`src/include/egf_consts.vh`:
```
// Constants for the electronic gearing follower.
// Included by the follower, the checker and the bench; definitions only.
`ifndef EGF_CONSTS_VH
`define EGF_CONSTS_VH
`define EGF_ADDR_NUM 4'h0
`define EGF_ADDR_DEN 4'h1
`define EGF_ADDR_CTRL 4'h2
`define EGF_ADDR_DIST 4'h3
`define EGF_ADDR_TVEL 4'h4
`define EGF_ADDR_OSCN 4'h5
`define EGF_ADDR_OSCD 4'h6
`define EGF_ADDR_STAT 4'h7
`define EGF_ADDR_MPOS 4'h8
`define EGF_ADDR_SPOS 4'h9
`define EGF_ADDR_CMD 4'hA
`define EGF_CTRL_INV 0
`define EGF_CTRL_QSRC 1
`define EGF_CMD_RATIO 0
`define EGF_CMD_DIST 1
`define EGF_CMD_TIME 2
`define EGF_CMD_STOP 3
`define EGF_ST_IDLE 2'h0
`define EGF_ST_RATIO 2'h1
`define EGF_ST_DIST 2'h2
`define EGF_ST_TIME 2'h3
`define EGF_DEN_RST 32'h00000001
`define EGF_NUM_RST 32'h00000001
`define EGF_ZERO32 32'h00000000
`define EGF_DIV_LAST 6'h1F
`endif

```
`src/hw/egf_quad_dec.v`:
```
// Quadrature decoder: turns an A/B pair into count pulses.
// Assumes A and B are already synchronous to the clock.
`timescale 1ns/1ps
module egf_quad_dec (
   input wire core_clk_in,
   input wire rst_b_in,
   input wire a_in,
   input wire b_in,
   input wire invert_in,
   output reg step_out,
   output reg fwd_out
);
   reg a_reg;
   reg b_reg;
   wire moved;
   wire a_leads;
   assign moved = (a_in ^ a_reg) | (b_in ^ b_reg);
   // A leads B when the new A equals the old B inverted
   assign a_leads = a_in ^ b_reg;
   always @(posedge core_clk_in or negedge rst_b_in) begin
      if (!rst_b_in) begin
         a_reg <= 1'b0;
         b_reg <= 1'b0;
         step_out <= 1'b0;
         fwd_out <= 1'b0;
      end else begin
         a_reg <= a_in;
         b_reg <= b_in;
         // Double changes are illegal steps and are dropped
         step_out <= moved & ~((a_in ^ a_reg) & (b_in ^ b_reg));
         fwd_out <= a_leads ^ invert_in;
      end
   end
endmodule // egf_quad_dec

```
`src/hw/egf_gear_follower.v`:
```
// Electronic gearing follower: master quadrature in, slave steps out,
// quadrature retransmit out. Assumes synchronous pins and a plain
// register port with read data one cycle after the read strobe.
// Function
// - Slave speed is numerator over denominator
// - A leading B counts master forward
// - Distance mode advances on forward master only
// - Invert bit swaps master forward sense
// - Ratio mode runs until stop command
// - Distance mode stops after programmed distance
// - Time mode moves without master input
// - Accept master quadrature and drive quadrature out
// - Quadrature output source selectable
// - Motor feedback output scaled by ratio, counting up for either motor direction
`timescale 1ns/1ps
`include "egf_consts.vh"
module egf_gear_follower (
   input wire core_clk_in,
   input wire rst_b_in,
   input wire [3:0] addr_in,
   input wire [31:0] wdata_in,
   input wire wr_in,
   input wire rd_in,
   output reg [31:0] rdata_out,
   input wire mst_a_in,
   input wire mst_b_in,
   input wire mot_a_in,
   input wire mot_b_in,
   output reg slv_step_out,
   output reg slv_dir_out,
   output reg qout_a_out,
   output reg qout_b_out,
   output reg busy_out
);
   reg [31:0] num_reg;
   reg [31:0] den_reg;
   reg [1:0] ctrl_reg;
   reg [31:0] dist_reg;
   reg [31:0] tvel_reg;
   reg [31:0] oscn_reg;
   reg [31:0] oscd_reg;
   reg [1:0] state_reg;
   reg [31:0] mpos_reg;
   reg [31:0] spos_reg;
   reg [31:0] left_reg;
   reg [32:0] acc_reg;
   reg [31:0] pend_reg;
   reg [31:0] tacc_reg;
   reg [32:0] oacc_reg;
   reg [31:0] opend_reg;
   reg [1:0] ophase_reg;
   reg [5:0] div_cnt_reg;
   reg [32:0] div_rem_reg;
   reg div_busy_reg;
   reg [31:0] quo_reg;
   reg tbusy_reg;
   wire m_step;
   wire m_fwd;
   wire mo_step;
   wire mo_fwd;
   wire cmd_wr;
   wire [32:0] acc_sum;
   wire take_master;
   wire [32:0] tsum;
   wire [32:0] osum;
   wire [31:0] ostep_num;
   wire stop_cmd;
   wire [32:0] div_shift;
   wire [32:0] div_diff;
   wire div_fits;

   // One restoring step per clock; the remainder always stays below den
   assign div_shift = {div_rem_reg[31:0], acc_reg[32]};
   assign div_fits = (div_shift >= {1'b0, den_reg});
   assign div_diff = div_shift - {1'b0, den_reg};
   egf_quad_dec u_mst (
      .core_clk_in(core_clk_in),
      .rst_b_in(rst_b_in),
      .a_in(mst_a_in),
      .b_in(mst_b_in),
      .invert_in(ctrl_reg[`EGF_CTRL_INV]),
      .step_out(m_step),
      .fwd_out(m_fwd)
   );

   egf_quad_dec u_mot (
      .core_clk_in(core_clk_in),
      .rst_b_in(rst_b_in),
      .a_in(mot_a_in),
      .b_in(mot_b_in),
      .invert_in(1'b0),
      .step_out(mo_step),
      .fwd_out(mo_fwd)
   );

   assign cmd_wr = wr_in && (addr_in == `EGF_ADDR_CMD);
   assign stop_cmd = cmd_wr && wdata_in[`EGF_CMD_STOP];
   // Ratio mode follows both directions; distance mode only forward
   assign take_master = m_step && !div_busy_reg &&
      ((state_reg == `EGF_ST_RATIO) ||
       ((state_reg == `EGF_ST_DIST) && m_fwd));
   // Each master count taken adds the numerator; division spreads it out
   assign acc_sum = acc_reg + {1'b0, num_reg};
   assign tsum = {1'b0, tacc_reg} + {1'b0, tvel_reg};
   assign ostep_num = oscn_reg;
   assign osum = oacc_reg + {1'b0, ostep_num};

   // Register writes
   always @(posedge core_clk_in or negedge rst_b_in) begin
      if (!rst_b_in) begin
         num_reg <= `EGF_NUM_RST;
         den_reg <= `EGF_DEN_RST;
         ctrl_reg <= 2'h0;
         dist_reg <= `EGF_ZERO32;
         tvel_reg <= `EGF_ZERO32;
         oscn_reg <= `EGF_NUM_RST;
         oscd_reg <= `EGF_DEN_RST;
      end else if (wr_in) begin
         case (addr_in)
            `EGF_ADDR_NUM: num_reg <= wdata_in;
            // A zero denominator would never divide; clamp to one
            `EGF_ADDR_DEN: den_reg <= (wdata_in == `EGF_ZERO32) ? `EGF_DEN_RST : wdata_in;
            `EGF_ADDR_CTRL: ctrl_reg <= wdata_in[1:0];
            `EGF_ADDR_DIST: dist_reg <= wdata_in;
            `EGF_ADDR_TVEL: tvel_reg <= wdata_in;
            `EGF_ADDR_OSCN: oscn_reg <= wdata_in;
            `EGF_ADDR_OSCD: oscd_reg <= (wdata_in == `EGF_ZERO32) ? `EGF_DEN_RST : wdata_in;
            default: ;
         endcase
      end
   end

   // Mode state machine, master position and slave accumulation
   always @(posedge core_clk_in or negedge rst_b_in) begin
      if (!rst_b_in) begin
         state_reg <= `EGF_ST_IDLE;
         mpos_reg <= `EGF_ZERO32;
         left_reg <= `EGF_ZERO32;
         acc_reg <= 33'h000000000;
         pend_reg <= `EGF_ZERO32;
         div_busy_reg <= 1'b0;
         div_cnt_reg <= 6'h00;
         div_rem_reg <= 33'h000000000;
         quo_reg <= `EGF_ZERO32;
         tacc_reg <= `EGF_ZERO32;
         tbusy_reg <= 1'b0;
      end else begin
         if (m_step) begin
            mpos_reg <= m_fwd ? mpos_reg + 32'h00000001 : mpos_reg - 32'h00000001;
         end
         if (take_master) begin
            // Restoring division of the accumulated product by den
            acc_reg <= acc_sum;
            div_rem_reg <= 33'h000000000;
            quo_reg <= `EGF_ZERO32;
            div_cnt_reg <= 6'h00;
            div_busy_reg <= 1'b1;
         end else if (div_busy_reg) begin
            if (div_fits) begin
               div_rem_reg <= div_diff;
               quo_reg <= {quo_reg[30:0], 1'b1};
            end else begin
               div_rem_reg <= div_shift;
               quo_reg <= {quo_reg[30:0], 1'b0};
            end
            acc_reg <= {acc_reg[31:0], 1'b0};
            div_cnt_reg <= div_cnt_reg + 6'h01;
            if (div_cnt_reg == `EGF_DIV_LAST + 6'h01) begin
               div_busy_reg <= 1'b0;
               // Remainder is kept for the next master count
               acc_reg <= {1'b0, (div_fits ? div_diff[31:0] : div_shift[31:0])};
               // Quotient above 32 bits cannot occur for one count; top bit dropped
               pend_reg <= pend_reg + {quo_reg[30:0], div_fits};
            end
         end else if (pend_reg != `EGF_ZERO32 && slv_step_out == 1'b0) begin
            pend_reg <= pend_reg - 32'h00000001;
            if (state_reg == `EGF_ST_DIST) begin
               left_reg <= left_reg - 32'h00000001;
               if (left_reg == 32'h00000001) begin
                  state_reg <= `EGF_ST_IDLE;
                  pend_reg <= `EGF_ZERO32;
               end
            end
         end
         // Time mode: fractional velocity accumulator, no master needed
         tbusy_reg <= 1'b0;
         if (state_reg == `EGF_ST_TIME) begin
            tacc_reg <= tsum[31:0];
            if (tsum[32]) begin
               tbusy_reg <= 1'b1;
               left_reg <= left_reg - 32'h00000001;
               if (left_reg == 32'h00000001) begin
                  state_reg <= `EGF_ST_IDLE;
               end
            end
         end
         if (stop_cmd) begin
            state_reg <= `EGF_ST_IDLE;
            pend_reg <= `EGF_ZERO32;
         end else if (cmd_wr && state_reg == `EGF_ST_IDLE) begin
            acc_reg <= 33'h000000000;
            tacc_reg <= `EGF_ZERO32;
            left_reg <= dist_reg;
            if (wdata_in[`EGF_CMD_RATIO]) begin
               state_reg <= `EGF_ST_RATIO;
            end else if (wdata_in[`EGF_CMD_DIST] && dist_reg != `EGF_ZERO32) begin
               state_reg <= `EGF_ST_DIST;
            end else if (wdata_in[`EGF_CMD_TIME] && dist_reg != `EGF_ZERO32) begin
               state_reg <= `EGF_ST_TIME;
            end
         end
      end
   end

   // Slave step output; direction follows master in ratio mode
   always @(posedge core_clk_in or negedge rst_b_in) begin
      if (!rst_b_in) begin
         slv_step_out <= 1'b0;
         slv_dir_out <= 1'b1;
         spos_reg <= `EGF_ZERO32;
         busy_out <= 1'b0;
      end else begin
         slv_step_out <= 1'b0;
         busy_out <= (state_reg != `EGF_ST_IDLE);
         if (take_master) begin
            slv_dir_out <= (state_reg == `EGF_ST_RATIO) ? m_fwd : 1'b1;
         end
         if ((!take_master && !div_busy_reg && pend_reg != `EGF_ZERO32 &&
              !slv_step_out && !stop_cmd) || tbusy_reg) begin
            slv_step_out <= 1'b1;
            spos_reg <= (slv_dir_out || tbusy_reg) ? spos_reg + 32'h00000001 :
               spos_reg - 32'h00000001;
         end
      end
   end

   // Quadrature retransmit; scaled motor feedback or raw master
   always @(posedge core_clk_in or negedge rst_b_in) begin
      if (!rst_b_in) begin
         oacc_reg <= 33'h000000000;
         opend_reg <= `EGF_ZERO32;
         ophase_reg <= 2'h0;
         qout_a_out <= 1'b0;
         qout_b_out <= 1'b0;
      end else begin
         if (ctrl_reg[`EGF_CTRL_QSRC]) begin
            qout_a_out <= mst_a_in;
            qout_b_out <= mst_b_in;
         end else begin
            // Motor output scaled by oscn/oscd, one count per clock at most
            if (mo_step) begin
               if (osum >= {1'b0, oscd_reg}) begin
                  oacc_reg <= osum - {1'b0, oscd_reg};
                  opend_reg <= opend_reg + 32'h00000001;
               end else begin
                  oacc_reg <= osum;
               end
               if (!mo_fwd) begin
                  ophase_reg <= ophase_reg;
               end
            end else if (opend_reg != `EGF_ZERO32) begin
               opend_reg <= opend_reg - 32'h00000001;
               ophase_reg <= ophase_reg + {1'b0, mo_fwd | 1'b1};
            end
            qout_a_out <= ophase_reg[1];
            qout_b_out <= ophase_reg[1] ^ ophase_reg[0];
         end
      end
   end

   // Register read port
   always @(posedge core_clk_in or negedge rst_b_in) begin
      if (!rst_b_in) begin
         rdata_out <= `EGF_ZERO32;
      end else if (rd_in) begin
         case (addr_in)
            `EGF_ADDR_NUM: rdata_out <= num_reg;
            `EGF_ADDR_DEN: rdata_out <= den_reg;
            `EGF_ADDR_CTRL: rdata_out <= {30'h00000000, ctrl_reg};
            `EGF_ADDR_DIST: rdata_out <= dist_reg;
            `EGF_ADDR_TVEL: rdata_out <= tvel_reg;
            `EGF_ADDR_OSCN: rdata_out <= oscn_reg;
            `EGF_ADDR_OSCD: rdata_out <= oscd_reg;
            `EGF_ADDR_STAT: rdata_out <= {30'h00000000, state_reg};
            `EGF_ADDR_MPOS: rdata_out <= mpos_reg;
            `EGF_ADDR_SPOS: rdata_out <= spos_reg;
            default: rdata_out <= `EGF_ZERO32;
         endcase
      end else begin
         rdata_out <= `EGF_ZERO32;
      end
   end
endmodule // egf_gear_follower

```
`config.mk`:
```
export PLATFORM = sky130hd
export DESIGN_NAME = egf_gear_follower
export DESIGN_NICKNAME = d
export VERILOG_FILES = /design/src/hw/egf_quad_dec.v /design/src/hw/egf_gear_follower.v
export VERILOG_INCLUDE_DIRS = /design/src /design/src/include
export SDC_FILE = /design/constraint.sdc
export NUM_CORES = 2
export LEC_CHECK = 0
export BUFFER_PORTS_ARGS = -buffer_cell sky130_fd_sc_hd__buf_4
export CORE_MARGIN = 5
export CORE_UTILIZATION = 44
export CTS_CLUSTER_SIZE = 8
export DETAILED_ROUTE_END_ITERATION = 16
export SLEW_MARGIN = 10
export SYNTH_ARGS = -nofsm -noshare
export SYNTH_HDL_FRONTEND = slang
export SYNTH_SLANG_ARGS = --single-unit
```
`constraint.sdc`:
```
create_clock -name core_clk_in -period 5.45 [get_ports core_clk_in]
set_input_delay 0.2725 -clock core_clk_in [delete_from_list [all_inputs] [get_ports core_clk_in]]
set_output_delay 0.2725 -clock core_clk_in [all_outputs]
set_load 0.01 [all_outputs]
```
### Word level (Yosys, flattened, before mapping)

Index checks and enable logic that the tools add are counted.

| word-level totals | value |
|---|---|
| register bits | 571 |
| output and inout port bits | 37 |
| bits of input ports | 44 |
| logic and storage cells | 193 |

| operators by class | value |
|---|---|
| eq/ne operators | 18 |
| add/sub/neg operators | 16 |
| bitwise gates (word level) | 18 |
| multiplexer cells | 63 |
| reductions and logical operators | 41 |
| $lt $le $gt $ge | 2 |

Operators by type and width:

| cell | count |
|---|---|
| $mux W32 | 29 |
| $pmux W32 S10 | 1 |
| $mux W33 | 6 |
| $sub A32 B1 Y32 const B | 5 |
| $add A32 B1 Y32 const B | 3 |
| $reduce_bool A32 Y1 | 3 |
| $add A33 B32 Y33 | 2 |
| $ge A33 B32 Y1 | 2 |
| $mux W31 | 2 |
| $add A32 B32 Y33 | 1 |
| $sub A33 B32 Y33 | 1 |
| $add A32 B32 Y32 | 1 |
| $eq A32 B1 Y1 const B | 1 |
| $logic_not A32 Y1 | 1 |
| $sub A32 B32 Y32 | 1 |
| $mux W2 | 13 |
| $eq A4 B3 Y1 const B | 4 |
| $reduce_and A2 Y1 | 8 |
| $logic_and A1 B1 Y1 | 13 |
| $eq A4 B4 Y1 const B | 3 |
| $mux W6 | 2 |
| $mux W1 | 10 |
| $reduce_and A3 Y1 | 3 |
| $eq A4 B2 Y1 const B | 2 |
| 19 further kinds | 41 |

### Logic depth before layout (Yosys ltp)

| depth | value |
|---|---|
| word-level depth | 14 |
| depth in mapped cells | 25 |

### By module

Synthesis repeated with hierarchy kept, for this count alone.

| second synthesis, totals | value |
|---|---|
| cells, all modules | 4349 |
| area total of the unflattened synthesis | 39625.5 um2 |

Modules (own cells, without submodules):

| module | area an instance (um2) | cells each | times used | seq. area each (um2) |
|---|---|---|---|---|
| egf_gear_follower | 39355.2 | 4333 | 1 | 14119.8 |
| egf_quad_dec | 135.1 | 8 | 2 | 100.1 |

### Worst setup path after synthesis

OpenSTA, ideal clock, no wires.

| timing | value |
|---|---|
| path type | register -> register |
| start point | reg den_reg[8] |
| end point | reg pend_reg[30] |
| path slack | 0.098 ns |
| arrival time | 5.226 ns |
| path buffers | 3 |
| setup time | 0.126 ns |
| stages on the path, launching flop included | 26 |
| data required time | 5.324 ns |
| clock period less this slack | 5.352 ns |
| path through | dfrtp_1 > inv_1 > ha_1 > clkbuf_1 > a21oi_1 > o22ai_1 > nor4_1 > a211oi_1 > or3_1 > nand2_1 > nand3_2 > buf_2 > clkbuf_1 > ha_1 > fa_1 > a21oi_1 > o21bai_1 > a211oi_1 > o31ai_2 > a41oi_1 > a311o_1 > o31ai_1 > o31a_1 > a21oi_1 > a2111oi_0 > a221o_1 |

| on the way | value |
|---|---|
| longest elaborated chain between the ends | 6 |

Ends and longest elaborated chain:

| element | line | RTL |
|---|---|---|
| from (decl) | egf_gear_follower.v:36 | `reg [31:0] den_reg;` |
| from (signal assigned) | egf_gear_follower.v:112 | `` den_reg <= `EGF_DEN_RST; `` |
| from (signal assigned) | egf_gear_follower.v:122 | `` `EGF_ADDR_DEN: den_reg <= (wdata_in == `EGF_ZERO32) ? `EGF_DEN_RST : wdata_in; `` |
| $ge A33 B32 Y1 | egf_gear_follower.v:74 | `assign div_fits = (div_shift >= {1'b0, den_reg});` |
| $add A32 B32 Y32 | egf_gear_follower.v:173 | `pend_reg <= pend_reg + {quo_reg[30:0], div_fits};` |
| $mux W32 | egf_gear_follower.v:168 | `` if (div_cnt_reg == `EGF_DIV_LAST + 6'h01) begin `` |
| $mux W32 | egf_gear_follower.v:158 | `end else if (div_busy_reg) begin` |
| $mux W32 | egf_gear_follower.v:151 | `if (take_master) begin` |
| $mux W32 | egf_gear_follower.v:197 | `if (stop_cmd) begin` |
| to (signal assigned) | egf_gear_follower.v:173 |  |
| to (signal assigned) | egf_gear_follower.v:176 | `pend_reg <= pend_reg - 32'h00000001;` |
| to (signal assigned) | egf_gear_follower.v:199 | `` pend_reg <= `EGF_ZERO32; `` |
| to (decl) | egf_gear_follower.v:47 | `reg [31:0] pend_reg;` |

Every way passes these cells. The select of a mux whose other input is x is not followed.
A chain may end at the register's enable or synchronous reset.

### Worst setup path in the final report

| timing | value |
|---|---|
| start point | reg oacc_reg[0] |
| end point | reg oacc_reg[9] |

| on the way | value |
|---|---|
| longest elaborated chain between the ends | 3 |
| elaborated cells between the ends (all ways) | 4 |
| those cells by class | add/sub (2); order compare (1); mux (1) |

Ends and longest elaborated chain:

| element | line | RTL |
|---|---|---|
| from (decl) | egf_gear_follower.v:49 | `reg [32:0] oacc_reg;` |
| from (signal assigned) | egf_gear_follower.v:253 | `oacc_reg <= osum - {1'b0, oscd_reg};` |
| from (signal assigned) | egf_gear_follower.v:256 | `oacc_reg <= osum;` |
| $add A33 B32 Y33 (*) | egf_gear_follower.v:106 | `assign osum = oacc_reg + {1'b0, ostep_num};` |
| $sub A33 B32 Y33 / $ge A33 B32 Y1 (equally long branches) | egf_gear_follower.v:253, egf_gear_follower.v:252 |  |
| $mux W33 (*) | egf_gear_follower.v:252 | `if (osum >= {1'b0, oscd_reg}) begin` |

Every way passes the cells marked *; elsewhere a longest branch is shown, timed or not.

==> flow_summary.toml <==
[synth]
synth_top_family_by_area = "compound AO/OA/AOI/OAI gates"
synth_compound_area_share_pct = 22.65
netlist_area_mm2 = 0.03892
synth_seq_cells = 571
syn-num-nets = 4628
muxShareOfSynthArea_pct = 7.764
synthCells = 4288
yosys.area.top_type = "dfrtp_1"
synth_edf_count = 0
synth_top_area_share_pct = 36.39
ys_types = 89
ys_seq_area_share_pct = 36.73
postSynth.asyncResetShare_pct = 100.0
synth_xor_xnor_area_share_pct = 6.369
yosysWarnings = 0
syn_avg_cell_area_um2 = 9.076
synth-adder-area-share_pct = 9.690
synth_flop_cell = "dfrtp_1"
synthTopCellsByArea = "dfrtp_1 (36%), ha_1 (9.2%), mux2_2 (6.4%), a21oi_1 (4.6%), nand2_1 (4.6%)"
synthSimpleGateAreaFrac_pct = 13.55

[timing]
finalCritPeriodShare_pct = 96.52
slew-limit-headroom_pct = 19.69
worst_slew_pin_slew_ns = 1.203
finalMaxSlewViolations = 0
setup_violations = 0
fin_crit_ns = 5.260
hold_violations = 0
fmax_ghz = 0.1901
fin_ws_ns = 0.1899
skew_ns = 0.02954

[floorplanning]
die_y_um = 307.4
initial_core_util_pct = 44.17
fp.dieW_um = 307.4
fp.coreArea_mm2 = 0.08810
rows = 109
dieArea_mm2 = 0.09450
ios = 81

[routing]
vias_per_cell = 5.944
first_pass_iters = 8
drtIter0Drc = 2509
ant_nets = 0
vias = 33420
wl_per_cell_um = 21.80
drc_errors = 0
routed_wl_um = 122500

[power]
vdd.ir_drop.worst_mv = 0.5668
pwr-share-comb_pct = 60.7
power_mw = 31.26
power_density_mw_per_mm2 = 706.0
sequentialPowerShare_pct = 24.1
intPower_mw = 17.10
p_switching_mw = 14.17
p_clk_share_pct = 15.2
p_leak_nw = 19.89
p_sw_share_pct = 45.31

[placed_design]
port_buffers = 80
hpwlAfterDp_um = 88120
postPlaceCellArea_mm2 = 0.04120
dp.cells = 5458
place_ws_ns = -0.1290
place_congestion = 0.9312

[clocking]
clock_path_buffers = 3
numClockSinks = 571
cts_tree = "yes"
clk_pin_slew_worst_paths_ns = 0.05
h-tree-depth = 3
clock_latency_ns = 0.63
cts_buffers = 82
cts_root_buffer = "clkbuf_16"

[grt]
grt_pass1_vias = 32260
grt_pass1_wl_um = 190300
antenna_found_initial = 2
grt_max_degree = 141
grt_usage_pct = 25.28
grt-ovfl-total = 0

[min_path]
hold_path_class = "in -> reg"

[worst_setup_path]
startpoint_type = "flip-flop"
cp.required_ns = 5.96
crit_fanout = 21
arrival_ns = 5.77
critPathKind = "reg -> reg"
end_kind = "flip-flop"

[finish]
area_growth_pct = 13.79
nNetsFinal = 4756
drive_gt1_share_pct = 13.76
fin_util_pct = 50.26
postLayoutCellArea_mm2 = 0.04428
fin_cells = 5622

[outcome]
status = "finished clean"

[run]
cap_violations = 0
-- logic make-up after synthesis --
group	count (synthesis)
DFF	571
muxes	273
adders and majority gates	296
xor gates and xnor gates	283
and+or+nand+nor	1154
AOI/OAI and AO/OA	1381
buffers and inverters	330
-- power groups by stage --
stage	Clock [mW]	Combinational (mW)	Sequential, mW
2_1_floorplan	0	14.2	6.84
3_3_place_gp	0	17.8	7.50
3_5_place_dp	0	18.0	7.53
4_1_cts	4.85	18.4	7.48
5_1_grt	5.01	21.2	7.71
6_report	4.75	19.0	7.54
-- routing by layer --
metal | vias to the layer above | routed length [um] | GRT usage, %
met5 | - | 13 | 0
met4 | 2 | 3738 | 7.725
met3 | 200 | 8953 | 4.752
met2 | 1051 | 53490 | 38.84
met1 | 16180 | 56350 | 36.44
li1 | 15980 | - | -
-- cell usage in the layout, fill, tap and decap left out, types with 122 or more instances in the layout --
cell / synthesis / final
a21o_1: 143 / 143
a21oi_1: 360 / 351
a22oi_1: 138 / 138
buf_4: 2 / 177
dfrtp_1: 566 / 560
ha_1: 287 / 283
inv_1: 154 / 153
mux2_2: 221 / 221
nand2_1: 479 / 477
nor2_1: 262 / 257
o21ai_0: 347 / 337
xnor2_1: 161 / 161
xor2_1: 122 / 122
-- through the flow --
stage                     hold WS (ns)  TNS (ns)
after global routing           0.03793   -0.1475
after detailed placement        0.3418    -3.736
after floorplan               -0.02309         0
after CTS                     0.002133         0
after global placement          0.3484   -0.7140
final                          0.04160         0
-- critical path: stages (launching register included) --
cell	delay, ns
dfrtp_1	0.40
ha_4	0.18
inv_2	0.05
fa_2	0.21
nor2b_2	0.05
o31a_1	0.30
o311a_1	0.39
o21a_1	0.23
buf_6	0.14
a21o_1	0.19
a221oi_4	0.32
buf_6	0.16
o21ai_0	0.10
xor2_1	0.26
ha_1	0.30
a21o_1	0.18
a21o_1	0.20
a21oi_2	0.15
nand4b_1	0.24
o2111ai_4	0.18
mux2i_4	0.22
buf_6	0.15
buf_12	0.11
buf_16	0.16
a21oi_1	0.08
o21ai_0	0.18
-- Yosys cell counts (10+ instances only) --
cell type    n
a31oi_1     38
or3_1       22
o2111ai_1   10
xnor2_1    161
nand2b_1    42
a211oi_1    55
nor2_1     262
mux2i_1     51
o21a_1      35
nand2_1    479
a21o_1     143
nor2b_1     25
clkbuf_1   138
nand4_1     30
a21boi_0    15
buf_1       25
a22oi_1    138
o21bai_1    33
ha_1       287
nand3_1     73
o211ai_1    22
dfrtp_1    566
xor2_1     122
and3_1      26
a211o_1     13
nor3_1      71
o31ai_1     17
o21ai_0    347
a21oi_1    360
nor4_1      42
or2_2       10
inv_1      154
a41oi_1     37
mux2_2     221
and2_1      23
-- final timing paths --
path	from	endpoint	slack (ns)	depth (start not counted)
max	oacc_reg[0]$_DFFE_PN0P_	oacc_reg[9]$_DFFE_PN0P_	0.19	25
min	wdata_in[16]	oscd_reg[16]$_DFFE_PN0P_	0.04	2
max reg2reg	oacc_reg[0]$_DFFE_PN0P_	oacc_reg[9]$_DFFE_PN0P_	0.19	25
min reg2reg	spos_reg[31]$_DFFE_PN0P_	spos_reg[31]$_DFFE_PN0P_	0.48	1
max in group asynchronous	rst_b_in	tacc_reg[26]$_DFF_PN0_	3.85	3
min in group asynchronous	rst_b_in	mpos_reg[2]$_DFFE_PN0P_	0.25	2
-- timing repair --
| action | 4_1_cts | 5_1_grt |
|---|---|---|
| endpoints found under the hold margin | 203 | 0 |
| endpoints found under the setup margin | 64 | 70 |
| cloned | 2 | 0 |
| pin swaps | 4 | 25 |
| gates resized for setup | 13 | 73 |
| buffers inserted | 3 | 7 |
| hold buffers | 27 | 0 |
-- final cells by class --
class	count	area, um^2
Tap cell	1165	1458
Clock buffer	119	2255
Antenna cell	2	5.005
Multi-Input combinational cell	3387	23780
Clock inverter	4	30.03
Inverter	155	581.8
Sequential cell	571	14310
Fill cell	8381	43820
Timing Repair Buffer	219	1874
Note: power is estimated with default switching activity, not from simulation.
